<file path="config.mk">
export PLATFORM = sky130hd
export DESIGN_NAME = bse_core
export DESIGN_NICKNAME = d
export VERILOG_FILES = /design/src/common/bse_pkg.sv /design/src/verilog/bse_core.sv
export SDC_FILE = /design/constraint.sdc
export NUM_CORES = 2
export LEC_CHECK = 0
export BUFFER_PORTS_ARGS = -buffer_cell sky130_fd_sc_hd__buf_2
export CORE_MARGIN = 4
export CORE_UTILIZATION = 55
export DETAILED_ROUTE_END_ITERATION = 6
export HOLD_SLACK_MARGIN = 0.12
export PLACE_DENSITY = 0.71
export SLEW_MARGIN = 10
export SYNTH_ARGS = -nofsm -noshare
export SYNTH_HDL_FRONTEND = slang
export SYNTH_SLANG_ARGS = --single-unit
</file>
<file path="constraint.sdc">
create_clock -name mclk -period 16.2 [get_ports mclk]
set_input_delay 1.62 -clock mclk [delete_from_list [all_inputs] [get_ports mclk]]
set_output_delay 1.62 -clock mclk [all_outputs]
set_load 0.02 [all_outputs]
</file>
<file path="src/common/bse_pkg.sv">
// Constants and types of the belt speed and elevation control core
`default_nettype none
package bse_pkg;
   // System clock and printed times
   localparam int CLK_HZ = 10_000_000;
   localparam int WIN_MS = 2000;         // Speed averaging window
   localparam int ZERO_MS = 2000;        // No motion at lower limit
   localparam int TRIM_MS = 4000;        // Least spacing of PWM trims
   localparam int COMM_MS = 500;         // Host silence before stop
   localparam int PWM_HZ = 4000;
   localparam int WIN_CYC = CLK_HZ / 1000 * WIN_MS;
   localparam int ZERO_CYC = CLK_HZ / 1000 * ZERO_MS;
   localparam int TRIM_CYC = CLK_HZ / 1000 * TRIM_MS;
   localparam int COMM_CYC = CLK_HZ / 1000 * COMM_MS;
   localparam int PWM_CYC = CLK_HZ / PWM_HZ;
   localparam int DEB_CYC = 10_000;      // Elevation switch debounce
   localparam int CNT_W = 27;
   // PWM duty resolution
   localparam int DUTY_W = 10;
   localparam logic [15:0] DUTY_MAX = 16'h03ff;
   // Speeds in hundredths of a mile per hour
   localparam logic [15:0] SPD_TOL = 16'h0032;     // 0.5 MPH
   localparam logic [15:0] SPD_TRIP = 16'h012c;    // 3.0 MPH
   localparam logic [15:0] SPD_DEAD = 16'h0008;    // 0.08 MPH
   localparam logic [15:0] TENTH_TO_HUND = 16'h000a;
   localparam logic [15:0] ELEV_STEP = 16'h0005;   // Half percent steps
   localparam logic [15:0] SPD_MAX_DEF = 16'h0096;
   localparam logic [15:0] ELEV_MAX_DEF = 16'h00fa;
   // Calibration words in nonvolatile memory
   localparam logic [2:0] CAL_PWM = 3'h0;
   localparam logic [2:0] CAL_REED = 3'h1;
   localparam logic [2:0] CAL_MREF = 3'h2;
   localparam logic [2:0] CAL_ELEV = 3'h3;
   localparam logic [2:0] CAL_SUM = 3'h4;
   localparam logic [15:0] CAL_DEAD = 16'h0000;    // Non-operational gain
   localparam int GAIN_SH = 4;                      // Set point gains
   localparam int MEAS_SH = 8;                      // Pulse count gains
   // Register indices
   localparam logic [2:0] REG_CMD = 3'h0;
   localparam logic [2:0] REG_SPD = 3'h1;
   localparam logic [2:0] REG_ELEV = 3'h2;
   localparam logic [2:0] REG_STAT = 3'h3;
   localparam logic [2:0] REG_MEAS0 = 3'h4;
   localparam logic [2:0] REG_MEAS1 = 3'h5;
   localparam logic [2:0] REG_POS = 3'h6;
   localparam logic [2:0] REG_DUTY = 3'h7;
   // Command register bits
   localparam int CMD_START_CS = 0;
   localparam int CMD_START_NC = 1;
   localparam int CMD_STOP = 2;
   // Synchronised pins
   localparam int NPIN = 7;
   localparam int P_REED = 0;
   localparam int P_MREF = 1;
   localparam int P_ESW = 2;
   localparam int P_ESTOP = 3;
   localparam int P_AC = 4;
   localparam int P_MFLT = 5;
   localparam int P_SELF = 6;
   localparam logic [NPIN-1:0] PIN_RST = 7'h00;

   typedef enum logic [7:0] {
      ST_NVM = 8'h01,
      ST_SUSP = 8'h02,
      ST_START = 8'h04,
      ST_SELF = 8'h08,
      ST_ZERO = 8'h10,
      ST_NORESP = 8'h20,
      ST_OPER = 8'h40,
      ST_FAULT = 8'h80
   } bse_state_e;

   // Register port of the core
   typedef struct packed {
      logic [2:0] addr;
      logic [15:0] wdata;
      logic wr;
      logic rd;
   } bse_req_s;

   // Drive outputs toward motor controller and relays
   typedef struct packed {
      logic pwm;
      logic belt_en;
      logic up;
      logic dn;
   } bse_drv_s;
endpackage
`default_nettype wire

</file>
<file path="src/verilog/bse_core.sv">
// Belt speed and elevation control core of the smart_supply_board
//
// Contract
// - At power-up read calibration words and verify their checksum first.
// - Bad checksum loads dead constants and suspends until recalibrated.
// - Good checksum: startup, self-test check, drive elevation down.
// - Lower limit reached after two seconds without switch motion.
// - Start during zeroing: non-responsive until comm timeout or stop.
// - Zeroing done without start: operational, both set points zero.
// - Operational: drive PWM, belt enable, raise, lower from set points.
// - Check speed and grade set points; adopt only if valid.
// - Measure belt speed from reed switch and motor speed reference.
// - Over-speed, zero-speed or mismatch stops belt and enters the fault state.
// - Elevation by up and down relays, open-loop switch count.
// - Emergency stop or AC loss de-energises every output.
// - Belt enable must be asserted for the belt to run.
// - Speed reference is 4 kHz PWM with 1024 duty counts.
// - Average each speed input over a two second window.
// - Stop belt if input over set by 0.5 MPH or inputs differ.
// - Drop belt enable at once if 3.0 MPH over set point.
// - Motor controller fault shuts the system down immediately.
// - Trim PWM one count when off by 0.08 MPH, once per 4 s.
// - Debounced switch changes count up when raising, down when lowering.
// - Run elevation to target count, then off until new set point.
// - With comm stop enabled, stop belt after 0.5 s host silence.
`timescale 1ns/10ps
`default_nettype none
module bse_core import bse_pkg::*; #(
   parameter int WIN = WIN_CYC,
   parameter int ZERO = ZERO_CYC,
   parameter int TRIM = TRIM_CYC,
   parameter int COMM = COMM_CYC,
   parameter int DEB = DEB_CYC,
   parameter logic [15:0] SPD_MAX = SPD_MAX_DEF,
   parameter logic [15:0] ELEV_MAX = ELEV_MAX_DEF
) (
   input wire logic mclk,                 // System clock
   input wire logic rst_b,                // Asynchronous reset
   input wire bse_req_s req,              // Register request
   output logic [15:0] rdata,             // Read data, cycle after read
   output logic nvm_rd,                   // Calibration word read
   output logic [2:0] nvm_addr,           // Calibration word index
   input wire logic [15:0] nvm_data,      // Calibration word
   input wire logic nvm_ack,              // Calibration word valid
   input wire logic reed_in,              // Belt pulley reed switch
   input wire logic mref_in,              // Motor controller speed pulses
   input wire logic elev_sw_in,           // Elevation gear micro switch
   input wire logic estop_ok_in,          // Emergency stop loop closed
   input wire logic ac_ok_in,             // AC power present
   input wire logic mc_fault_in,          // Motor controller fault
   input wire logic selftest_in,          // Self-test request strap
   output bse_drv_s drv                   // PWM, belt enable, relays
);
   typedef struct packed {
      bse_state_e st;
      logic [NPIN-1:0] s1;
      logic [NPIN-1:0] s2;
      logic [NPIN-1:0] s3;
      logic [NPIN-1:0] lvl;
      logic nvm_rd;
      logic [2:0] nvm_idx;
      logic [15:0] sum;
      logic [15:0] g_pwm;
      logic [1:0][15:0] g_meas;
      logic [15:0] g_elev;
      logic run;
      logic cs_en;
      logic err;
      logic [3:0] flt;
      logic settled;
      logic [15:0] spd_set;
      logic [15:0] elev_set;
      logic [15:0] elev_tgt;
      logic [15:0] elev_pos;
      logic elev_busy;
      logic esw;
      logic [DUTY_W-1:0] duty;
      logic [11:0] pwm_cnt;
      logic [CNT_W-1:0] win;
      logic [CNT_W-1:0] trim;
      logic [CNT_W-1:0] idle;
      logic [CNT_W-1:0] comm;
      logic [CNT_W-1:0] deb;
      logic [1:0][15:0] ecnt;
      logic [1:0][15:0] meas;
      logic [15:0] rdata;
      bse_drv_s drv;
   } bse_reg_s;

   bse_reg_s r_r;
   bse_reg_s r_nxt;
   logic [NPIN-1:0] pin_raw;

   assign pin_raw = {selftest_in, mc_fault_in, ac_ok_in, estop_ok_in,
                     elev_sw_in, mref_in, reed_in};
   assign rdata = r_r.rdata;
   assign nvm_rd = r_r.nvm_rd;
   assign nvm_addr = r_r.nvm_idx;
   assign drv = r_r.drv;

   always_comb begin
      bse_reg_s n;
      logic [NPIN-1:0] edg;
      logic pwr_ok;
      logic esw_chg;
      logic win_end;
      logic [31:0] prod;
      logic [15:0] tgt;
      logic [15:0] avg;
      logic [15:0] diff;
      logic [15:0] dut16;
      logic over_tol;
      logic over_trip;
      logic cmd_start;
      logic cmd_stop;
      logic is_wr;
      n = r_r;
      prod = '0;
      dut16 = '0;
      n.nvm_rd = 1'b0;
      // Three-stage pin capture, change taken when stages two and three agree
      n.s1 = pin_raw;
      n.s2 = r_r.s1;
      n.s3 = r_r.s2;
      for (int i = 0; i < NPIN; i++) begin
         if (r_r.s2[i] == r_r.s3[i]) begin
            n.lvl[i] = r_r.s3[i];
         end
      end
      edg = n.lvl & ~r_r.lvl;
      pwr_ok = r_r.lvl[P_ESTOP] & r_r.lvl[P_AC];
      is_wr = req.wr;
      cmd_start = is_wr && req.addr == REG_CMD &&
                  (req.wdata[CMD_START_CS] || req.wdata[CMD_START_NC]);
      cmd_stop = is_wr && req.addr == REG_CMD && req.wdata[CMD_STOP];
      // Debounce of the elevation switch
      esw_chg = 1'b0;
      if (r_r.lvl[P_ESW] == r_r.esw) begin
         n.deb = '0;
      end else if (r_r.deb >= CNT_W'(DEB - 1)) begin
         n.deb = '0;
         n.esw = r_r.lvl[P_ESW];
         esw_chg = 1'b1;
      end else begin
         n.deb = r_r.deb + 1'b1;
      end
      if (esw_chg && r_r.drv.up) begin
         n.elev_pos = r_r.elev_pos + 16'h0001;
      end else if (esw_chg && r_r.drv.dn) begin
         n.elev_pos = r_r.elev_pos - 16'h0001;
      end
      // Pulse counting and two second averaging window
      win_end = r_r.win >= CNT_W'(WIN - 1);
      n.win = win_end ? '0 : r_r.win + 1'b1;
      for (int c = 0; c < 2; c++) begin
         if (win_end) begin
            prod = 32'(r_r.ecnt[c]) * 32'(r_r.g_meas[c]);
            n.meas[c] = prod[MEAS_SH +: 16];
            n.ecnt[c] = 16'(edg[c]);
         end else if (edg[c]) begin
            n.ecnt[c] = r_r.ecnt[c] + 16'h0001;
         end
      end
      tgt = 16'(r_r.spd_set * TENTH_TO_HUND);
      over_tol = (r_r.meas[0] > tgt + SPD_TOL) ||
                 (r_r.meas[1] > tgt + SPD_TOL);
      over_trip = (r_r.meas[0] > tgt + SPD_TRIP) ||
                  (r_r.meas[1] > tgt + SPD_TRIP);
      diff = (r_r.meas[0] > r_r.meas[1]) ? r_r.meas[0] - r_r.meas[1]
                                         : r_r.meas[1] - r_r.meas[0];
      avg = 16'((17'(r_r.meas[0]) + 17'(r_r.meas[1])) >> 1);
      // PWM period counter
      n.pwm_cnt = (r_r.pwm_cnt >= 12'(PWM_CYC - 1)) ? 12'h000
                                                    : r_r.pwm_cnt + 12'h001;
      if (r_r.trim != '0) begin
         n.trim = r_r.trim - 1'b1;
      end
      n.comm = is_wr ? '0 : r_r.comm + 1'b1;
      if (r_r.comm >= CNT_W'(COMM - 1)) begin
         n.comm = r_r.comm;
      end
      // Register reads; status read clears the refused flag
      if (req.rd) begin
         unique case (req.addr)
            REG_SPD: n.rdata = r_r.spd_set;
            REG_ELEV: n.rdata = r_r.elev_set;
            REG_STAT: n.rdata = {r_r.err, r_r.run, r_r.cs_en, r_r.elev_busy,
                                 r_r.flt, r_r.st};
            REG_MEAS0: n.rdata = r_r.meas[0];
            REG_MEAS1: n.rdata = r_r.meas[1];
            REG_POS: n.rdata = r_r.elev_pos;
            REG_DUTY: n.rdata = 16'(r_r.duty);
            default: n.rdata = 16'h0000;
         endcase
         if (req.addr == REG_STAT) begin
            n.err = 1'b0;
         end
      end
      n.drv.up = 1'b0;
      n.drv.dn = 1'b0;
      unique case (r_r.st)
         ST_NVM: begin
            if (r_r.nvm_idx == CAL_PWM && r_r.sum == 16'h0000 &&
                !r_r.nvm_rd && r_r.win == CNT_W'(1)) begin
               n.nvm_rd = 1'b1;
            end
            if (nvm_ack) begin
               unique case (r_r.nvm_idx)
                  CAL_PWM: n.g_pwm = nvm_data;
                  CAL_REED: n.g_meas[0] = nvm_data;
                  CAL_MREF: n.g_meas[1] = nvm_data;
                  CAL_ELEV: n.g_elev = nvm_data;
                  default: ;
               endcase
               if (r_r.nvm_idx == CAL_SUM) begin
                  if (nvm_data == r_r.sum) begin
                     n.st = ST_START;
                  end else begin
                     n.g_pwm = CAL_DEAD;
                     n.g_meas = '0;
                     n.g_elev = CAL_DEAD;
                     n.st = ST_SUSP;
                  end
               end else begin
                  n.sum = r_r.sum + nvm_data;
                  n.nvm_idx = r_r.nvm_idx + 3'h1;
                  n.nvm_rd = 1'b1;
               end
            end
         end
         ST_SUSP: ;
         ST_START: begin
            n.idle = '0;
            n.st = r_r.lvl[P_SELF] ? ST_SELF : ST_ZERO;
         end
         ST_SELF: ;
         ST_ZERO: begin
            n.drv.dn = 1'b1;
            n.idle = esw_chg ? '0 : r_r.idle + 1'b1;
            if (cmd_start) begin
               n.st = ST_NORESP;
               n.comm = '0;
            end else if (r_r.idle >= CNT_W'(ZERO - 1)) begin
               n.st = ST_OPER;
               n.elev_pos = 16'h0000;
               n.spd_set = 16'h0000;
               n.elev_set = 16'h0000;
               n.elev_tgt = 16'h0000;
               n.elev_busy = 1'b0;
               n.duty = '0;
               n.run = 1'b0;
            end
         end
         ST_NORESP: begin
            if (cmd_stop || r_r.comm >= CNT_W'(COMM - 1)) begin
               n.st = ST_START;
            end
         end
         ST_OPER: begin
            if (cmd_stop) begin
               n.run = 1'b0;
            end else if (cmd_start) begin
               n.run = 1'b1;
               n.cs_en = req.wdata[CMD_START_CS];
               n.settled = 1'b0;
               n.trim = CNT_W'(TRIM);
            end
            if (is_wr && req.addr == REG_SPD) begin
               if (req.wdata <= SPD_MAX) begin
                  n.spd_set = req.wdata;
                  prod = 32'(req.wdata) * 32'(r_r.g_pwm);
                  dut16 = prod[GAIN_SH +: 16];
                  n.duty = DUTY_W'((dut16 > DUTY_MAX) ? DUTY_MAX : dut16);
                  n.settled = 1'b0;
                  n.trim = CNT_W'(TRIM);
               end else begin
                  n.err = 1'b1;
               end
            end
            if (is_wr && req.addr == REG_ELEV) begin
               if (req.wdata <= ELEV_MAX &&
                   req.wdata % ELEV_STEP == 16'h0000) begin
                  n.elev_set = req.wdata;
                  prod = 32'(req.wdata) * 32'(r_r.g_elev);
                  n.elev_tgt = prod[GAIN_SH +: 16];
                  n.elev_busy = 1'b1;
               end else begin
                  n.err = 1'b1;
               end
            end
            if (r_r.run && r_r.cs_en && r_r.comm >= CNT_W'(COMM - 1)) begin
               n.run = 1'b0;
            end
            // Open-loop elevation positioning
            if (r_r.elev_busy) begin
               if (r_r.elev_pos < r_r.elev_tgt) begin
                  n.drv.up = 1'b1;
               end else if (r_r.elev_pos > r_r.elev_tgt) begin
                  n.drv.dn = 1'b1;
               end else begin
                  n.elev_busy = 1'b0;
               end
            end
            // Speed supervision at each window end
            if (r_r.run && win_end) begin
               n.settled = 1'b1;
               if (r_r.settled && over_tol) begin
                  n.flt[0] = 1'b1;
               end
               if (r_r.settled && diff > SPD_TOL) begin
                  n.flt[1] = 1'b1;
               end
               if (r_r.settled && r_r.spd_set != 16'h0000 &&
                   r_r.meas[0] == 16'h0000 && r_r.meas[1] == 16'h0000) begin
                  n.flt[2] = 1'b1;
               end
            end
            if (r_r.run && r_r.settled && !over_tol && diff <= SPD_TOL &&
                r_r.trim == '0 && win_end) begin
               n.trim = CNT_W'(TRIM);
               if (avg > tgt + SPD_DEAD && r_r.duty != '0) begin
                  n.duty = r_r.duty - 1'b1;
               end else if (avg + SPD_DEAD < tgt && r_r.duty != '1) begin
                  n.duty = r_r.duty + 1'b1;
               end
            end
            if (r_r.run && over_trip) begin
               n.flt[0] = 1'b1;
            end
            if (n.flt != 4'h0) begin
               n.st = ST_FAULT;
               n.run = 1'b0;
            end
         end
         ST_FAULT: n.run = 1'b0;
         default: n.st = ST_FAULT;
      endcase
      if (r_r.lvl[P_MFLT] && r_r.st != ST_NVM && r_r.st != ST_SUSP) begin
         n.flt[3] = 1'b1;
         n.st = ST_FAULT;
         n.run = 1'b0;
      end
      if (is_wr && r_r.st != ST_OPER &&
          !(r_r.st == ST_ZERO && cmd_start) &&
          !(r_r.st == ST_NORESP && cmd_stop)) begin
         n.err = 1'b1;
      end
      // Output stage
      n.drv.pwm = r_r.run && (32'(r_r.pwm_cnt) << DUTY_W) <
                  32'(r_r.duty) * 32'(PWM_CYC);
      n.drv.belt_en = n.run && n.st == ST_OPER && !over_trip;
      if (n.st != ST_OPER && n.st != ST_ZERO) begin
         n.drv.up = 1'b0;
         n.drv.dn = 1'b0;
      end
      if (!pwr_ok) begin
         n.run = 1'b0;
         n.drv = '0;
      end
      r_nxt = n;
   end

   always_ff @(posedge mclk or negedge rst_b) begin
      if (!rst_b) begin
         r_r <= '{st: ST_NVM, s1: PIN_RST, s2: PIN_RST, s3: PIN_RST,
                  lvl: PIN_RST, nvm_idx: CAL_PWM, g_pwm: CAL_DEAD,
                  g_elev: CAL_DEAD, default: '0};
      end else begin
         r_r <= r_nxt;
      end
   end
endmodule // bse_core
`default_nettype wire

</file>
## Word-level counts from Yosys, hierarchy flattened

Cells that the tools add are included.
W data, S select, Z words.

| word-level totals | value |
|---|---|
| word-level logic and storage cells | 317 |
| bits of input ports | 47 |
| register bits | 435 |
| output and inout port bits | 24 |

| cells by class | value |
|---|---|
| equal/unequal tests | 42 |
| div/mod/pow operators | 1 |
| add/sub/neg operators | 21 |
| bitwise operators | 6 |
| reductions and logical operators | 70 |
| multiply operators | 6 |
| mux-type cells | 111 |
| magnitude comparators | 20 |

Operators with widths:

| kind | number |
|---|---|
| $mux W27 | 15 |
| $mux W16 | 12 |
| $mux W84 | 2 |
| $mux W65 | 2 |
| $mux W64 | 2 |
| $gt A16 B16 Y1 | 7 |
| $pmux W16 S7 | 1 |
| $add A27 B1 Y27 const B | 4 |
| $pmux W48 S2 | 1 |
| $mux W10 | 8 |
| $logic_not A16 Y1 | 4 |
| $mux W32 | 2 |
| $mux W8 | 7 |
| $ge A27 B25 Y1 const B | 2 |
| $pmux W27 S2 | 1 |
| $add A16 B1 Y16 const B | 3 |
| $mul A16 B16 Y24 | 2 |
| $pmux W8 S6 | 1 |
| $mux W1 | 41 |
| $mul A16 B16 Y20 | 2 |
| $logic_and A1 B1 Y1 | 38 |
| $mux W17 | 2 |
| $add A16 B4 Y16 const B | 2 |
| $le A16 B8 Y1 const B | 2 |
| other kinds (68) | 114 |

## Longest topological paths before layout

| logic depth | value |
|---|---|
| depth in word-level cells | 19 |
| gate-level depth with buffers | 34 |
| gate-level depth less buffers | 34 |

## Least setup slack after synthesis

OpenSTA, ideal clock, no wires.

| timing path | value |
|---|---|
| path kind | input port to flip-flop |
| from | input port req[8] in the netlist's numbering |
| to | register r_r[239] in the netlist's numbering |
| cell stages on the path | 31 |
| slack | 7.473 ns |
| buffers on the path | 6 |
| library setup time | 0.121 ns |
| data required time | 16.079 ns |
| data arrival time | 8.606 ns |
| path through | clkbuf_1 -> clkbuf_1 -> clkbuf_1 -> clkbuf_1 -> clkbuf_1 -> and2_1 -> fa_1 -> fa_1 -> ha_1 -> fa_1 -> inv_1 -> fa_1 -> fa_1 -> inv_1 -> ha_1 -> o21ai_0 -> a21boi_0 -> o21ai_0 -> nand2b_1 -> a21o_1 -> a21o_1 -> a21o_1 -> a21oi_1 -> mux2i_1 -> nand4_1 -> or3_1 -> clkbuf_1 -> nand2b_1 -> o21ai_0 -> nor2_1 -> o22a_1 |

| on the way | value |
|---|---|
| cells in the longest elaborated chain, start to end | 9 |
| elaborated cells on any way between the ends | 10 |
| classes of those cells | mul (1); order compare (2); mux (7) |

RTL lines:

| item | line | source |
|---|---|---|
| from (decl) | bse_core.sv:39 | `input wire bse_req_s req,` |
| $mul A16 B16 Y20 | bse_core.sv:271 | `prod = 32'(req.wdata) * 32'(r_r.g_pwm);` |
| $gt A16 B10 Y1 | bse_core.sv:273 | `n.duty = DUTY_W'((dut16 > DUTY_MAX) ? DUTY_MAX : dut16);` |
| $mux W10 | bse_core.sv:273 |  |
| $mux W10 * | bse_core.sv:269 | `if (req.wdata <= SPD_MAX) begin` |
| $mux W10 * | bse_core.sv:268 | `if (is_wr && req.addr == REG_SPD) begin` |
| $mux W10 | bse_core.sv:323 | `end else if (avg + SPD_DEAD < tgt && r_r.duty != '1) begin` |
| $mux W10 | bse_core.sv:321 | `if (avg > tgt + SPD_DEAD && r_r.duty != '0) begin` |
| $mux W10 * | bse_core.sv:318 | `if (r_r.run && r_r.settled && !over_tol && diff <= SPD_TOL &&` |
| $pmux W10 S2 * | bse_core.sv:201 | `unique case (r_r.st)` |
| to (signal assigned) | bse_core.sv:365 | `r_r <= '{st: ST_NVM, s1: PIN_RST, s2: PIN_RST, s3: PIN_RST,` |
| to (signal assigned) | bse_core.sv:369 | `r_r <= r_nxt;` |
| to (decl) | bse_core.sv:90 | `bse_reg_s r_r;` |

Mark *: on every way between the ends. The rest lies on a longest branch, timed or not.
A chain may end at the register's enable or synchronous reset.

## Worst setup path in the final report

| timing path | value |
|---|---|
| from | input port req[7] in the netlist's numbering |
| to | register r_r[239] in the netlist's numbering |

Same word-level chain as after synthesis.

==> metrics.txt <==
setup slack after layout 7930 ps; max-cap violations 0; Hold Crit Class reg2reg; Post-DP HPWL 106 mm; I/O pin count 71; Routed Wire Length 139 mm; unrepaired setup endpoints after global routing false; Final #Nets 7,367; Comb pwr share 28.4%; first-pass GRT wire length 232 mm; hold_sp r_nxt[414]$_DFF_PN0_; sequential share of the synthesized area 19.8%; CP startpoint kind input port; footprint of the multi-input gates 39,100 um2; PD cells 58.7 nW/um2; post-CTS resize count 0; number of synthesized flops with an enable pin 0; GP Congestion 0.938; Worst R2R Start r_r[349]$_DFFE_PN0P_; sequential power share 34.8%; die width 324 um; H-tree Lvls 2; Worst-Skew Late Latency 660 ps; Final ANT Viol Nets 0; switching share of total power 33.7%; CTS tree built; TritonCTS buffer count 52; Fin Clk Skew 72.9 ps; Layout area overhead 5.11%; drt drc 0; register bit count reported by yosys 435; ys async rst share 100%; reg2reg setup slack 8640 ps; worst slew margin relative to its limit 22.3%; pin count of the biggest net entering global routing 149; Reg clk slew, reported paths 60 ps; Via density 5.76; Final TNS setup 0 ps; Layout fillers 8,775; synth top area cells fa_1, dfrtp_1, ha_1, inv_1, nand2_1; Min Hold Slack 339 ps; synthesized area 54,900 um2; Top FF cell, synth dfrtp_1; CP max stage delay 590 ps; Global Route Usage Sum 27.5%; Yosys warning total 0; initial drt markers 3,368; Critical Path RT 16,750 ps; Yosys top cell area share 22.6%; slowest CP cell or3_1; final setup fails 0; Pleak 28.0 nW; Post-Place Cells 7,396; CTS Buffer Depth 3; switching power 1.14 mW; Sink Count 435; Die Height 324 um; part of the cycle the worst path needs 51.1%; antenna violations before repair 2; Syn Inst Count 6,315; Final Util 58.4%; share of cells above drive strength 1 4.53%; Setup WS pre-CTS 7420 ps; First-pass DRT Iterations 6; DR vias 43,100; Peak VDD IR 0.0903 mV; cell taking the most area after synthesis fa_1; post-route non-filler standard cell count 7,491; status completed; CP startpoint req[7]; Port Buffers 70; Mean Syn Cell Area 8.69 um2; Core Area 98,700 um2; most frequent cell after synthesis inv_1; critical path fanouts, max 55; sequential cell area 10,900 um2; Clk pwr share 36.8%; Slew @ Worst Pin 1160 ps; Int Power 2.25 mW; Post-CTS Setup Bufs 0; DR WL/cell 18.6 um; cell mode on critical path inv_1; grt total ovfl 0; die area 105,000 um2; final worst path period need 8270 ps; max-slew violations 0; Worst Setup End Kind register; Initial Utilization 55.6%; hold_buf cts 0; Critical Path AT 8820 ps; Antenna Cells 0; vias in the first global route 43,800; count of cell types in the netlist 114; Hold Violations, Final 0; f_max 121 MHz; CTS Root Cell clkbuf_16; Setup CP Type in2reg; top cells by count, synth inv_1, nand2_1, fa_1; row cnt 115
## per-stage QoR
stage                     total power [mW]  cell area (um2)
after detailed placement              2.14            55800
final                                 3.39            57700
after CTS                             3.40            57700
after global placement                2.12            55800
after global routing                  3.59            57700
after floorplan                       1.89            54900
## state kept, by name, summed over array words and instances, names as in the netlist
name and cells:
r_r 397, rdata 16, r_nxt 14, drv 4
nvm_addr 3, nvm_rd 1
## worst max-delay path, delay by kind of cell
| kind | cells | cell delay [ps] |
|---|---|---|
| buffers and inverters | 7 | 860 |
| AND/OR/NAND/NOR | 6 | 1370 |
| adder cells (fa/ha/maj) | 7 | 2710 |
| multiplexers | 1 | 200 |
| AO/OA/AOI/OAI | 10 | 2010 |
## layout by cell type (no fill, tap or decap), drive strengths merged, types with 29 or more instances in the layout
cell,count
nor2,352
a21o,39
a22o,35
or3,29
nand2b,44
fa,618
nand2,891
nand3,108
o21ai,221
and3,52
nand4,69
nor3,83
o21bai,56
and2,314
a31oi,35
nor4,43
buf,110
a21oi,294
dfrtp,434
clkbuf,74
xnor2,253
mux2i,33
inv,941
xor2,122
ha,539
nor2b,49
## cell type report
type                            instances  share of cell area (%)
Sequential cell                       435                    18.9
Clock inverter                         21                   0.484
Timing Repair Buffer                  110                    1.17
Inverter                              941                    6.13
Tap cell                             1287                    2.79
Multi-Input combinational cell       4623                    67.9
Clock buffer                           74                    2.68
## metal layers
layer,up-vias,track usage [%],share of wire [%]
li1,20000,-,-
met1,21300,39.3,44
met2,1577,43.3,45
met3,288,4.26,7.4
met4,0,8.67,3.3
met5,-,0,0
## power by group through the flow
stage,Clock [mW],Sequential [mW],Combinational (mW)
finish,1.25,1.18,0.961
global route,1.32,1.18,1.09
CTS,1.27,1.18,0.952
detailed placement,0,1.20,0.944
global placement,0,1.20,0.924
floorplan,0,1.17,0.719
## logic make-up after synthesis
family | synth area share (%)
buffers and inverters | 8.99
DFF | 19.8
AOI/OAI and AO/OA | 10.4
other | 0.00684
muxes | 1.33
adders and majority gates | 35.0
xor gates and xnor gates | 6.00
and+or+nand+nor | 18.5
## path summary, 6_finish.rpt
kind	end	depth (start not counted)
setup / recovery	r_r[239]$_DFFE_PN0P_	31
max in group asynchronous	r_r[388]$_DFFE_PN0P_	3
setup reg to reg	r_r[51]$_DFFE_PN0N_	27
min in group asynchronous	r_r[102]$_DFF_PN0_	1
hold / removal	r_nxt[407]$_DFF_PN0_	0
hold reg to reg	r_nxt[407]$_DFF_PN0_	0
Note: power is estimated with default switching activity, not from simulation.
